`src/include/sensor_regs.svh`:
```
// Register offsets, field positions, link framing and timing constants
`ifndef SENSOR_REGS_SVH
`define SENSOR_REGS_SVH

// ------------------------------------------------------------
// Host APB registers
// ------------------------------------------------------------
`define OFS_CTRL 12'h000
`define OFS_STATUS 12'h004
`define OFS_DATA 12'h008
`define CTRL_CMD_LSB 0
`define CTRL_GO_BIT 8
`define STAT_BUSY_BIT 0
`define STAT_DONE_BIT 1
`define STAT_MCLK_BIT 2
`define DATA_RST 16'h0000

// ------------------------------------------------------------
// Link framing
// ------------------------------------------------------------
`define FRAME_START 3'h7
`define FRAME_STOP 3'h0
`define RST_PATTERN_DEF 21'h155555
`define SETUP_CODES_DEF 24'hC3659A
`define RESULT_BITS 16
`define READ_PULSES_A 17
`define READ_PULSES_B 18
`define ACK_PULSES 2
`define RST_PULSES 21
`define CMD_PULSES 31

// ------------------------------------------------------------
// Timing
// ------------------------------------------------------------
`define PCLK_PERIOD_NS 10
`define CONV_TIME_NS 35000000
`define SCLK_MIN_PERIOD_NS 2000
`define CONV_CYCLES_DEF (`CONV_TIME_NS / `PCLK_PERIOD_NS)
`define SCLK_HALF_CYCLES ((`SCLK_MIN_PERIOD_NS / 2 + `PCLK_PERIOD_NS - 1) / `PCLK_PERIOD_NS)

`endif

```
`src/include/sensor_pkg.sv`:
```
// Shared types of the sensor link ends
package sensor_pkg;

   typedef enum logic [2:0] {
      CMD_PRESSURE,
      CMD_TEMPERATURE,
      CMD_CAL_ONE,
      CMD_CAL_TWO,
      CMD_CAL_THREE,
      CMD_CAL_FOUR,
      CMD_RESET
   } cmd_e;

   typedef enum logic [1:0] {D_IDLE, D_ACK, D_CONV, D_SHIFT} dev_state_e;

   typedef enum logic [2:0] {H_IDLE, H_SEND, H_ACK, H_EXTRA, H_CONV, H_READ} host_state_e;

endpackage

```
`src/include/sensor_link_if.sv`:
```
// Three-wire serial link between host and sensor
`timescale 1ns/1ns
interface sensor_link_if;
   logic sclk;
   logic din;
   logic dout;
   modport dev (input sclk, input din, output dout);
   modport host (output sclk, output din, input dout);
endinterface

```
`src/hdl/sync_edge.sv`:
```
// Two-flop synchroniser with edge detection on the synchronised level
`timescale 1ns/1ns
module sync_edge (
   input wire logic pclk,
   input wire logic presetn,
   input wire logic d,
   output logic level,
   output logic rise,
   output logic fall
);
   logic meta_r;
   logic sync_r;
   logic prev_r;

   always_ff @(posedge pclk or negedge presetn) begin
      if (!presetn) begin
         meta_r <= 1'b0;
         sync_r <= 1'b0;
         prev_r <= 1'b0;
      end else begin
         meta_r <= d;
         sync_r <= meta_r;
         prev_r <= sync_r;
      end
   end

   assign level = sync_r;
   assign rise = sync_r & ~prev_r;
   assign fall = ~sync_r & prev_r;
endmodule

```
`src/hdl/sensor_host.sv`:
```
// Host end of the three-wire link, commanded over APB registers
//
// Design decisions made here: the APB register port and the address map.
`timescale 1ns/1ns
`include "sensor_regs.svh"
module sensor_host
   import sensor_pkg::*;
#(
   parameter logic [20:0] RST_PATTERN = `RST_PATTERN_DEF,
   parameter logic [23:0] SETUP_CODES = `SETUP_CODES_DEF
)(
   input wire logic pclk,
   input wire logic presetn,
   input wire logic [11:0] paddr,
   input wire logic psel,
   input wire logic penable,
   input wire logic pwrite,
   input wire logic [31:0] pwdata,
   output logic [31:0] prdata,
   output logic pready,
   output logic pslverr,
   output logic mclk_run,
   sensor_link_if.host link
);

   // ------------------------------------------------------------
   // Register decode
   // ------------------------------------------------------------
   host_state_e st_r;
   cmd_e cmd_r;
   logic done_r;
   logic [15:0] data_r;
   logic [31:0] prdata_r;
   logic dout_lvl;

   wire logic sel_ctrl = paddr == `OFS_CTRL;
   wire logic sel_status = paddr == `OFS_STATUS;
   wire logic sel_data = paddr == `OFS_DATA;
   wire logic mapped = sel_ctrl || sel_status || sel_data;
   wire logic wr_en = psel && penable && pwrite;
   wire logic [2:0] cmd_field = pwdata[`CTRL_CMD_LSB +: 3];
   wire logic busy = st_r != H_IDLE;
   // A new command is taken only once the previous transfer is fully read
   wire logic go = wr_en && sel_ctrl && pwdata[`CTRL_GO_BIT] && !busy && (cmd_field <= 3'(CMD_RESET)); // RL17 RL7
   wire logic [31:0] status_word = {29'h0, busy, done_r, busy} & 32'h00000007;
   wire logic [31:0] rd_mux = sel_status ? status_word :
                              sel_data ? {16'h0000, data_r} :
                              sel_ctrl ? {29'h0, cmd_r} : 32'h00000000;

   assign pready = 1'b1;
   assign pslverr = psel && penable && !mapped;
   assign prdata = prdata_r;
   assign mclk_run = busy; // RL23

   always_ff @(posedge pclk or negedge presetn) begin
      if (!presetn) begin
         prdata_r <= 32'h00000000;
      end else if (psel && !penable) begin
         prdata_r <= rd_mux;
      end
   end

   // ------------------------------------------------------------
   // Serial clock divider
   // ------------------------------------------------------------
   logic sclk_r;
   logic [6:0] div_r;

   wire logic run = (st_r == H_SEND) || (st_r == H_EXTRA) || (st_r == H_READ);
   wire logic tick = div_r == 7'(`SCLK_HALF_CYCLES - 1);
   wire logic fall_ev = tick && sclk_r; // RL6

   always_ff @(posedge pclk or negedge presetn) begin
      if (!presetn) begin
         sclk_r <= 1'b0;
         div_r <= 7'h00;
      end else if (run || sclk_r) begin
         div_r <= tick ? 7'h00 : div_r + 7'h01;
         sclk_r <= tick ? !sclk_r : sclk_r; // RL7
      end else begin
         div_r <= 7'h00;
      end
   end

   sync_edge u_dout (
      .pclk(pclk),
      .presetn(presetn),
      .d(link.dout),
      .level(dout_lvl),
      .rise(),
      .fall()
   );

   // ------------------------------------------------------------
   // Transfer sequencing
   // ------------------------------------------------------------
   logic [30:0] tx_r;
   logic [15:0] rx_r;
   logic [4:0] pcnt_r;
   logic din_r;

   // Reset pattern precedes every command frame
   wire logic [30:0] tx_vec = {RST_PATTERN, `FRAME_START, SETUP_CODES[4*cmd_field +: 4], `FRAME_STOP}; // RL20 RL10 RL11
   wire logic last = pcnt_r == 5'h01;
   wire logic conv_cmd = (cmd_r == CMD_PRESSURE) || (cmd_r == CMD_TEMPERATURE);
   wire logic long_read = (cmd_r == CMD_CAL_TWO) || (cmd_r == CMD_CAL_FOUR); // RL21

   always_ff @(posedge pclk or negedge presetn) begin
      if (!presetn) begin
         st_r <= H_IDLE;
         cmd_r <= CMD_RESET;
         tx_r <= 31'h0000000;
         rx_r <= 16'h0000;
         pcnt_r <= 5'h00;
         din_r <= 1'b0;
         done_r <= 1'b0;
         data_r <= `DATA_RST;
      end else begin
         unique case (st_r)
            H_IDLE: begin
               if (go) begin
                  st_r <= H_SEND;
                  cmd_r <= cmd_e'(cmd_field); // RL4 RL9
                  din_r <= tx_vec[30];
                  tx_r <= {tx_vec[29:0], 1'b0};
                  pcnt_r <= (cmd_field == 3'(CMD_RESET)) ? 5'(`RST_PULSES) : 5'(`CMD_PULSES);
                  done_r <= 1'b0;
               end
            end
            H_SEND: begin
               // Data-out is not looked at while the frame is sent
               if (fall_ev) begin // RL19
                  din_r <= last ? 1'b0 : tx_r[30];
                  tx_r <= {tx_r[29:0], 1'b0};
                  pcnt_r <= pcnt_r - 5'h01;
                  if (last && cmd_r == CMD_RESET) begin
                     st_r <= H_IDLE;
                     done_r <= 1'b1;
                  end else if (last && conv_cmd) begin
                     st_r <= H_ACK;
                  end else if (last) begin
                     st_r <= H_READ;
                     pcnt_r <= long_read ? 5'(`READ_PULSES_B) : 5'(`READ_PULSES_A);
                  end
               end
            end
            H_ACK: begin
               if (dout_lvl) begin
                  st_r <= H_EXTRA;
                  pcnt_r <= 5'(`ACK_PULSES); // RL13
               end
            end
            H_EXTRA: begin
               if (fall_ev) begin
                  pcnt_r <= pcnt_r - 5'h01;
                  st_r <= last ? H_CONV : H_EXTRA; // RL13
               end
            end
            H_CONV: begin
               if (!dout_lvl) begin
                  st_r <= H_READ;
                  pcnt_r <= 5'(`READ_PULSES_A); // RL15
               end
            end
            H_READ: begin
               if (fall_ev) begin
                  rx_r <= last ? rx_r : {rx_r[14:0], dout_lvl}; // RL6
                  pcnt_r <= pcnt_r - 5'h01;
                  if (last) begin
                     st_r <= H_IDLE;
                     data_r <= rx_r; // RL22
                     done_r <= 1'b1;
                  end
               end
            end
            default: begin
               st_r <= H_IDLE;
            end
         endcase
      end
   end

   assign link.sclk = sclk_r;
   assign link.din = din_r;

endmodule

```
`src/flat_wrapper.sv`:
```
// flat-port wrapper written by rule: the top's interface ports become plain ports
module sensor_host_flat import sensor_pkg::*;
#(
   parameter logic [20:0] RST_PATTERN = `RST_PATTERN_DEF,
   parameter logic [23:0] SETUP_CODES = `SETUP_CODES_DEF
)
  (pclk, presetn, paddr, psel, penable, pwrite, pwdata, prdata, pready, pslverr, mclk_run, link_sclk, link_din, link_dout);
  sensor_link_if link_i ();
  input wire logic pclk;
  input wire logic presetn;
  input wire logic [11:0] paddr;
  input wire logic psel;
  input wire logic penable;
  input wire logic pwrite;
  input wire logic [31:0] pwdata;
  output logic [31:0] prdata;
  output logic pready;
  output logic pslverr;
  output logic mclk_run;
  output wire logic [$bits(link_i.sclk)-1:0] link_sclk;
  output wire logic [$bits(link_i.din)-1:0] link_din;
  input wire logic [$bits(link_i.dout)-1:0] link_dout;
  assign link_sclk = link_i.sclk;
  assign link_din = link_i.din;
  assign link_i.dout = link_dout;
  sensor_host #(.RST_PATTERN(RST_PATTERN), .SETUP_CODES(SETUP_CODES)) u_core (.pclk(pclk), .presetn(presetn), .paddr(paddr), .psel(psel), .penable(penable), .pwrite(pwrite), .pwdata(pwdata), .prdata(prdata), .pready(pready), .pslverr(pslverr), .mclk_run(mclk_run), .link(link_i));
endmodule
```
`config.mk`:
```
export PLATFORM = sky130hd
export DESIGN_NAME = sensor_host_flat
export DESIGN_NICKNAME = d
export VERILOG_FILES = /design/src/include/sensor_pkg.sv /design/src/include/sensor_link_if.sv /design/src/hdl/sync_edge.sv /design/src/hdl/sensor_host.sv /design/src/flat_wrapper.sv
export VERILOG_INCLUDE_DIRS = /design/src /design/src/include
export SDC_FILE = /design/constraint.sdc
export NUM_CORES = 1
export LEC_CHECK = 0
export ABC_AREA = 1
export BUFFER_PORTS_ARGS = -buffer_cell sky130_fd_sc_hd__buf_2
export CORE_UTILIZATION = 45
export CTS_BUF_LIST = sky130_fd_sc_hd__clkbuf_8
export DETAILED_ROUTE_END_ITERATION = 12
export GPL_ROUTABILITY_DRIVEN = 0
export PLACE_DENSITY = 0.78
export SLEW_MARGIN = 20
export SYNTH_ARGS = -nofsm -noshare
export SYNTH_HDL_FRONTEND = slang
export SYNTH_SLANG_ARGS = --single-unit
```
`constraint.sdc`:
```
create_clock -name pclk -period 2.66 [get_ports pclk]
set_clock_uncertainty 0.2 [all_clocks]
set_input_delay 0 -clock pclk [delete_from_list [all_inputs] [get_ports pclk]]
set_output_delay 0 -clock pclk [all_outputs]
set_load 0.01 [all_outputs]
```
-- Yosys cells after proc, flatten, opt, wreduce, memory -nomap -nowiden
Cells that the tools add are included.
- flip-flop bits (word level): 118
- bits of input ports: 50
- word-level logic and storage cells: 121
- add/sub/neg operators: 2
- magnitude comparators: 1
- eq/ne operators: 24
- shift-type cells: 1
- muxes and demuxes: 41
- bitwise logic cells: 1
- reduce and logical (&&, ||, !) cells: 38
- operators with widths (operator ; count):
    $mux W32 ; 2
    $mux W31 ; 2
    $pmux W31 S2 ; 1
    $mux W5 ; 8
    $mux W3 ; 12
    $pmux W5 S5 ; 1
    $shiftx A24 B6 Y4 const A ; 1
    $pmux W3 S6 ; 1
    $eq A3 B3 Y1 const B ; 5
    $mux W7 ; 2
    $eq A12 B3 Y1 const B ; 1
    $eq A12 B4 Y1 const B ; 1
    $logic_not A12 Y1 ; 1
    $ne A2 B1 Y1 const B ; 6
    $reduce_and A6 Y1 ; 2
    $logic_and A1 B1 Y1 ; 11
    $eq A3 B2 Y1 const B ; 3
    $reduce_and A3 Y1 ; 3
    $mux W1 ; 8
    $reduce_and A8 Y1 ; 1
    $add A7 B1 Y7 const B ; 1
    $eq A7 B7 Y1 const B ; 1
    $logic_or A1 B1 Y1 ; 7
    $eq A3 B1 Y1 const B ; 2
    other kinds (17) ; 25

-- Depth between registers and ports, before layout
Gate-level depths: netlist of the first run.
- depth in word-level cells: 8
- mapped depth: 12

-- Modules after synthesis
A second synthesis of the first run with hierarchy kept.
- cells, all modules: 576
- area total of the unflattened synthesis: 4832.1 um^2
- modules (own cells, without submodules) (module ; times used ; cells an instance ; area each (um^2) ; seq. area each (um^2)):
    sensor_host ; 1 ; 569 ; 4742.0 ; 2404.8
    sync_edge ; 1 ; 7 ; 90.1 ; 75.1

-- Worst setup path after synthesis of the first run
No wires, ideal clock.
- path kind: reg-to-reg
- start point: reg u_core.pcnt_r[1]
- end point: reg u_core.data_r[5]
- setup time: 132 ps
- data arrival time: 1508 ps
- data required time: 2328 ps
- path slack: 821 ps
- stages on the path, launching flop included: 9
- buffers on the path: 1
- path through: dfrtp_1 -> inv_1 -> ha_1 -> nand2_1 -> nor2_1 -> nand3_1 -> clkbuf_1 -> nand2_1 -> o21ai_0
- longest elaborated chain between the ends: 2
- ends and longest elaborated chain (element ; line ; source):
    from (decl) ; sensor_host.sv:99 ; logic [4:0] pcnt_r;
    from (signal assigned) ; sensor_host.sv:126 ; pcnt_r <= (cmd_field == 3'(CMD_RESET)) ? 5'(`RST_PULSES) : 5'(`CMD_PULSES);
    from (signal assigned) ; sensor_host.sv:135 ; pcnt_r <= pcnt_r - 5'h01;
    from (signal assigned) ; sensor_host.sv:143 ; pcnt_r <= long_read ? 5'(`READ_PULSES_B) : 5'(`READ_PULSES_A);
    $eq A5 B1 Y1 ; sensor_host.sv:104 ; wire logic last = pcnt_r == 5'h01;
    $reduce_and A3 Y1 (no source line) ; - ;
    to (signal assigned) ; sensor_host.sv:117 ; data_r <= `DATA_RST;
    to (signal assigned) ; sensor_host.sv:171 ; data_r <= rx_r;
    to (decl) ; sensor_host.sv:32 ; logic [15:0] data_r;
Every way passes these cells.
A chain may end at the register's enable or synchronous reset.

-- Final worst setup path of the first run
- start point: in paddr[4]
- end point: reg u_core.tx_r[22]
- longest elaborated chain between the ends: 7
- ends and longest elaborated chain (element ; line ; source):
    from (decl) ; flat_wrapper.sv:11 ; input wire logic [11:0] paddr;
    $logic_not A12 Y1 (no source line) ; - ;
    $logic_and A1 B1 Y1 (4 in a row) ; sensor_host.sv:44 ; wire logic go = wr_en && sel_ctrl && pwdata[`CTRL_GO_BIT] && !busy && (cmd_field <= 3'(CMD_RESET));
    $ne A2 B1 Y1 (no source line) ; - ;
    $reduce_and A3 Y1 (no source line) ; - ;
    to (signal assigned) ; sensor_host.sv:125 ; tx_r <= {tx_vec[29:0], 1'b0};
    to (signal assigned) ; sensor_host.sv:134 ; tx_r <= {tx_r[29:0], 1'b0};
    to (decl) ; sensor_host.sv:97 ; logic [30:0] tx_r;
Every way passes these cells.

==> flow_metrics.env, run 1 <==
export IMPL_status="complete, but fails checks"
export IMPL_violations="negative hold slack"
export IMPL_cts_tree="built"
export IMPL_ant_nets=0
export IMPL_core_area_sq_mm=0.009955
export IMPL_cp_required_ns=2.72
export IMPL_area_growth_pct=14.77
export IMPL_synth_warnings=0
export IMPL_synthTopCellsByArea="dfrtp_1 (51%), nand2_1 (15%), o21ai_0 (6.8%), inv_1 (4.4%), nand3_1 (3.5%)"
export IMPL_vias_per_cell=4.882
export IMPL_clock_latency_ns=0.37
export IMPL_ys_ff_latch=98
export IMPL_drt_iter0_drc=181
export IMPL_syn_cell_area_sq_mm=0.004686
export IMPL_final_hold_viol_count=1
export IMPL_cp_buffers_inverters=4
export IMPL_hpwl_microns=6095
export IMPL_rsz0062_at_grt="false"
export IMPL_max_slew_margin=0.5792
export IMPL_vias=3779
export IMPL_antennaDiodeCount=0
export IMPL_leakagePower_nw=2.708
export IMPL_layout_min_cycle_time_ns=2.544
export IMPL_drive_gt1_frac=0.1373
export IMPL_max_clock_freq_mhz=393.1
export IMPL_slew_viol_final=0
export IMPL_path_delay_family="buffers and inverters"
export IMPL_fin_crit_sh=0.9563
export IMPL_hold_path_class="primary input to flip-flop"
export IMPL_syn_inst=577
export IMPL_path_class="primary input to flip-flop"
export IMPL_grtUsageTotal=0.1809
export IMPL_drc=0
export IMPL_fin_hold_ws_ns=-0.007440
export IMPL_grt_pass1_wl_microns=15780
export IMPL_start_kind="primary input"
export IMPL_drt_pass1_iter_count=6
export IMPL_wl_per_cell_microns=11.82
export IMPL_path_cells="dlygate4sd3_1 -> buf_2 -> nor2_1 -> dlygate4sd3_1 -> nand2_1 -> nor2_2 -> nand2_2 -> o21bai_4 -> nand2_4 -> nor2_8 -> inv_2 -> nand2_1 -> nand2_1"
export IMPL_finalPower_mw=4.369
export IMPL_rows=36
export IMPL_slowest_delay_ns=0.57
export IMPL_cts_made_buffers=9
export IMPL_tns_ns=0
export IMPL_worstMarginPinSlew_ns=0.6289
export IMPL_critPathArrivalTime_ns=2.60
export IMPL_start_util=0.4707
export IMPL_clock_path_buffers=2
export IMPL_nets=692
export IMPL_cp_max_fo=24
export IMPL_cp_end_kind="flip-flop"
export IMPL_wl_microns=9146
export IMPL_yosysTopAreaCellShare=0.5127
export IMPL_maxCapViolations=0
export IMPL_antenna_found_initial=0
export IMPL_grt_max_degree=42
export IMPL_fin_ws_ns=0.1162
export IMPL_port_buffer_count=41
export IMPL_dieArea_sq_mm=0.01082
export IMPL_cp_common_cell="nand2_1"
export IMPL_yosys_area_top_type="dfrtp_1"
export IMPL_p_per_area_mw_per_mm2=812.5
export IMPL_cts_max_level=3
export IMPL_cts_root_buf="clkbuf_8"
export IMPL_crit_path_top_delay_cell="dlygate4sd3_1"
export IMPL_pin_count=87
export IMPL_grt_overflow=0
export IMPL_path_clk_slew_ns=0.09
export IMPL_grt_pass1_vias=3594
export IMPL_die_h_microns=104.0
export IMPL_setup_viol=0
export IMPL_die_w_microns=104.0
export IMPL_cts_sink_count=98
export IMPL_synth_cell_type_count=33
export IMPL_max_vdd_ir_drop_mv=0.4617
export IMPL_dp_slack_ns=0.4770
export IMPL_syn_avg_cell_area_sq_um=8.121
export IMPL_ys_seq_area_frac=0.5239
[synthesized netlist by cell type (all sizes together)]
library cell	count
nand2	195
dfrtp	96
o21ai	77
inv	62
nor2	41
nand3	34
buf	23
clkbuf	11
a21oi	7
ha	6
o211ai	5
xor2	5
conb	2
dfstp	2
nand4	2
o22ai	2
clkinv	1
nor3	1
nor3b	1
o21bai	1
o31ai	1
or2	1
xnor2	1
[placed cells by master (no fill, tap or decap), types with 5 or more instances in the layout]
master	netlist	final
nand2_1	192	191
dfrtp_1	96	96
o21ai_0	64	63
inv_1	55	55
buf_2	1	40
nor2_1	35	34
nand3_1	33	33
dlygate4sd3_1	0	18
conb_1	2	17
o21ai_1	13	14
clkbuf_8	0	9
inv_2	7	7
a21oi_1	7	7
buf_4	20	7
ha_1	6	6
xor2_1	5	5
o211ai_1	5	5
[power breakdown]
part           leakage, nW  internal, mW  switching, mW
Clock                0.103         0.375          0.580
Combinational         1.30         0.518           1.03
Sequential            1.30          1.72          0.144
Total                 2.71          2.61           1.76
[area by class of cell]
cell class	count	area, sq um
Fill cell	918	4577
Sequential cell	98	2455
Multi-Input combinational cell	397	1842
Timing Repair Buffer	67	473.0
Inverter	63	236.5
Tap cell	133	166.4
Clock buffer	9	123.9
Clock inverter	7	81.33
[sequential cells by signal (all words and copies together), names as in the netlist]
register and cells:
u_core.data_r 16, u_core.tx_r 27, u_core.st_r 3, u_core.pcnt_r 5, u_core.cmd_r 3, u_core.u_dout.level 1
u_core.u_dout.meta_r 1, u_core.div_r 7, u_core.rx_r 16, u_core.link.sclk 1, u_core.link.din 1, u_core.done_r 1
u_core.prdata 16
[what timing repair did]
item	CTS	global route
hold buffers	19	0
hold endpoints to repair	123	0
setup endpoints to repair	0	4
buffers inserted	0	0
gates resized for setup	0	4
[worst paths after layout]
| kind | endpoint | slack [ns] | startpoint | depth (start not counted) |
|---|---|---|---|---|
| worst max-delay path | u_core.tx_r[22] | 0.12 | paddr[4] | 13 |
| worst min-delay path | u_core.cmd_r[0] | -0.007 | pwrite | 7 |
| worst max register to register | u_core.st_r[1] | 0.45 | u_core.pcnt_r[1] | 11 |
| worst min register to register | u_core.u_dout.level | 0.16 | u_core.u_dout.meta_r | 0 |
| max in group asynchronous | u_core.link.sclk | 1.49 | presetn | 4 |
| min in group asynchronous | u_core.cmd_r[2] | 0.52 | presetn | 3 |
[kinds of logic (layout without fill, tap and decap cells)]
logic type                 Yosys count  after routing  synth area share
other                                2             17          0.001603
buffers and inverters               97            146           0.09719
DFF                                 98             98            0.5239
AOI/OAI and AO/OA                   93             93            0.1060
and+or+nand+nor                    275            275            0.2441
xor gates and xnor gates             6              6           0.01121
adders and majority gates            6              6           0.01602
[metrics by stage]
stage,util,hold WS [ns],area (sq um),std cells
after floorplan,-,-0.4956,4742,592
after detailed placement,0.4985,-0.1638,4962,739
after global placement,0.4985,-0.1689,4962,739
after global routing,0.5402,0.007502,5378,774
after CTS,0.5392,0.001918,5368,774
final,0.5402,-0.007440,5378,774
[worst min-delay path, stage by stage]
cell     delay, ns
buf_2         0.10
nand2_1       0.06
nor2_1        0.06
nand3_2       0.12
nor2_4        0.07
nand2_1       0.05
o21ai_0       0.06
[layer usage]
layer	vias up	GRT usage	part of all wire
li1	1902	-	-
met1	1742	0.2290	0.48
met2	113	0.2967	0.46
met3	22	0.03634	0.042
met4	0	0.08776	0.022
met5	-	0	0
Power figures use the tool's default switching activity.
==> inputs of run 2 (changes only) <==
Settings changed: CORE_UTILIZATION 45 to 30, PLACE_DENSITY 0.78 to 0.59, SYNTH_HIERARCHICAL from default to 1.
==> flow_metrics.env, run 2 <==
export IMPL_path_class="primary input to flip-flop"
export IMPL_grt_use_met2=0.1851
export IMPL_syn_avg_cell_area_sq_um=8.392
export IMPL_hpwl_microns=6349
export IMPL_max_clock_freq_mhz=392.0
export IMPL_core_area_sq_mm=0.01537
export IMPL_p_per_area_mw_per_mm2=843.4
export IMPL_drive_gt1_frac=0.1818
export IMPL_place_inst=809
export IMPL_cp_max_fo=7
export IMPL_top_register="u_core/tx_r"
export IMPL_path_clk_slew_ns=0.10
export IMPL_setup_viol=0
export IMPL_drt_pass1_iter_count=6
export IMPL_cts_sink_count=98
export IMPL_pin_count=87
export IMPL_syn_inst=571
export IMPL_synth_warnings=6
export IMPL_met1_usage=0.1715
export IMPL_global_route_usage_met3=0.02620
export IMPL_wl_microns=9357
export IMPL_status="finished clean"
export IMPL_fin_util=0.3661
export IMPL_internal_power_mw=2.918
export IMPL_drt_iter0_drc=144
export IMPL_leakagePower_nw=2.690
export IMPL_layout_min_cycle_time_ns=2.551
export IMPL_final_hold_viol_count=0
export IMPL_syn_cell_area_sq_mm=0.004792
export IMPL_ant_nets=0
export IMPL_port_buffer_count=41
export IMPL_die_h_microns=128.4
export IMPL_cts_max_level=3
export IMPL_layout_commonest_cell="nand2_1"
export IMPL_grt_overflow=0
export IMPL_switching_share=0.3851
export IMPL_antennaDiodeCount=0
export IMPL_start_kind="primary input"
export IMPL_fin_crit_sh=0.9591
export IMPL_die_w_microns=128.4
export IMPL_cts_root_buf="clkbuf_8"
export IMPL_drc=0
export IMPL_maxCapViolations=0
export IMPL_grt_pass1_vias=3346
export IMPL_fin_ws_ns=0.1088
export IMPL_cp_end_kind="flip-flop"
export IMPL_clock_latency_ns=0.37
export IMPL_cp_required_ns=2.78
export IMPL_hold_path_class="primary input to flip-flop"
export IMPL_dieArea_sq_mm=0.01648
export IMPL_comb_power_share=0.367
export IMPL_seqPwrFrac=0.405
export IMPL_rows=45
export IMPL_max_slew_margin=0.5992
export IMPL_cts_made_buffers=9
export IMPL_antenna_found_initial=0
export IMPL_area_growth_pct=17.44
export IMPL_rsz0062_at_grt="false"
export IMPL_p_sw_mw=1.828
export IMPL_critPathArrivalTime_ns=2.67
export IMPL_tns_ns=0
export IMPL_final_cell_mix="nand2_1 (169), dfrtp_1 (94), o21ai_0 (60), inv_1 (52), nor2_1 (41)"
export IMPL_largest_reg_flops=27
export IMPL_clock_path_buffers=2
export IMPL_slew_viol_final=0
export IMPL_vias_per_cell=4.302
export IMPL_start_util=0.3118
export IMPL_cts_tree="built"
export IMPL_dp_slack_ns=0.4521
export IMPL_vias=3652
export IMPL_fin_hold_ws_ns=0.004577
export IMPL_max_vdd_ir_drop_mv=0.5023
export IMPL_clock_power_share=0.229
export IMPL_grt_max_degree=60
export IMPL_nets=689
export IMPL_grt_busiest_layer="met2"
export IMPL_grt_pass1_wl_microns=15950
export IMPL_worstMarginPinSlew_ns=0.5994
export IMPL_wl_per_cell_microns=11.02
export IMPL_final_cells=849
export IMPL_grtUsageTotal=0.1228
## run 2: through the flow
stage               instance area [sq um]  power (mW)
floorplan                            4848       3.365
global placement                     5155       3.666
detailed placement                   5155       3.684
CTS                                  5610       4.820
global route                         5628       5.156
finish                               5628       4.746
## run 2: worst paths after layout
path	to	depth (start not counted)	slack, ns	from
hold reg to reg	u_core/u_dout/level	0	0.19	u_core/u_dout/meta_r
setup reg to reg	u_core/cmd_r[2]	9	0.12	u_core/st_r[1]
hold / removal	u_core/prdata[2]	8	0.005	paddr[4]
max in group asynchronous	u_core/cmd_r[1]	4	1.43	presetn
min in group asynchronous	u_core/tx_r[8]	4	0.46	presetn
setup / recovery	u_core/cmd_r[2]	12	0.11	pwdata[0]
## run 2: per-layer routing
layer / wire length, microns / up-vias
met2: 3997 / 70
li1: - / 1910
met3: 366 / 11
met4: 128 / 0
met5: 0 / -
met1: 4864 / 1661
## run 2: cell type report
cell class | count | area, sq um
clock inverter | 7 | 101.3
timing repair buffer | 73 | 538.0
clock buffer | 9 | 123.9
inverter | 58 | 217.7
fill | 1613 | 9743
sequential | 98 | 2457
multi-input combinational | 393 | 1926
tap | 211 | 264.0
## run 2: timing repair
action                     CTS  global route
hold endpoints to repair   123             0
hold buffers                22             0
buffers inserted             0             2
gates resized for setup      0             2
setup endpoints to repair    0             3
## run 2: worst max-delay path, stage by stage
cell	delay (ns)
dlygate4sd3_1	0.53
buf_2	0.15
inv_1	0.08
ha_1	0.14
nand2_1	0.07
nand3_1	0.14
nand3_2	0.12
nor2_4	0.19
nand2_1	0.07
dlygate4sd3_1	0.55
o21ai_0	0.07
dlygate4sd3_1	0.56
## run 2: power groups by stage
stage	Clock [mW]	Sequential, mW	Combinational [mW]
2_1_floorplan	0	1.90	1.46
3_3_place_gp	0	1.94	1.72
3_5_place_dp	0	1.94	1.74
4_1_cts	1.14	1.92	1.76
5_1_grt	1.20	1.96	2.00
6_report	1.09	1.92	1.74
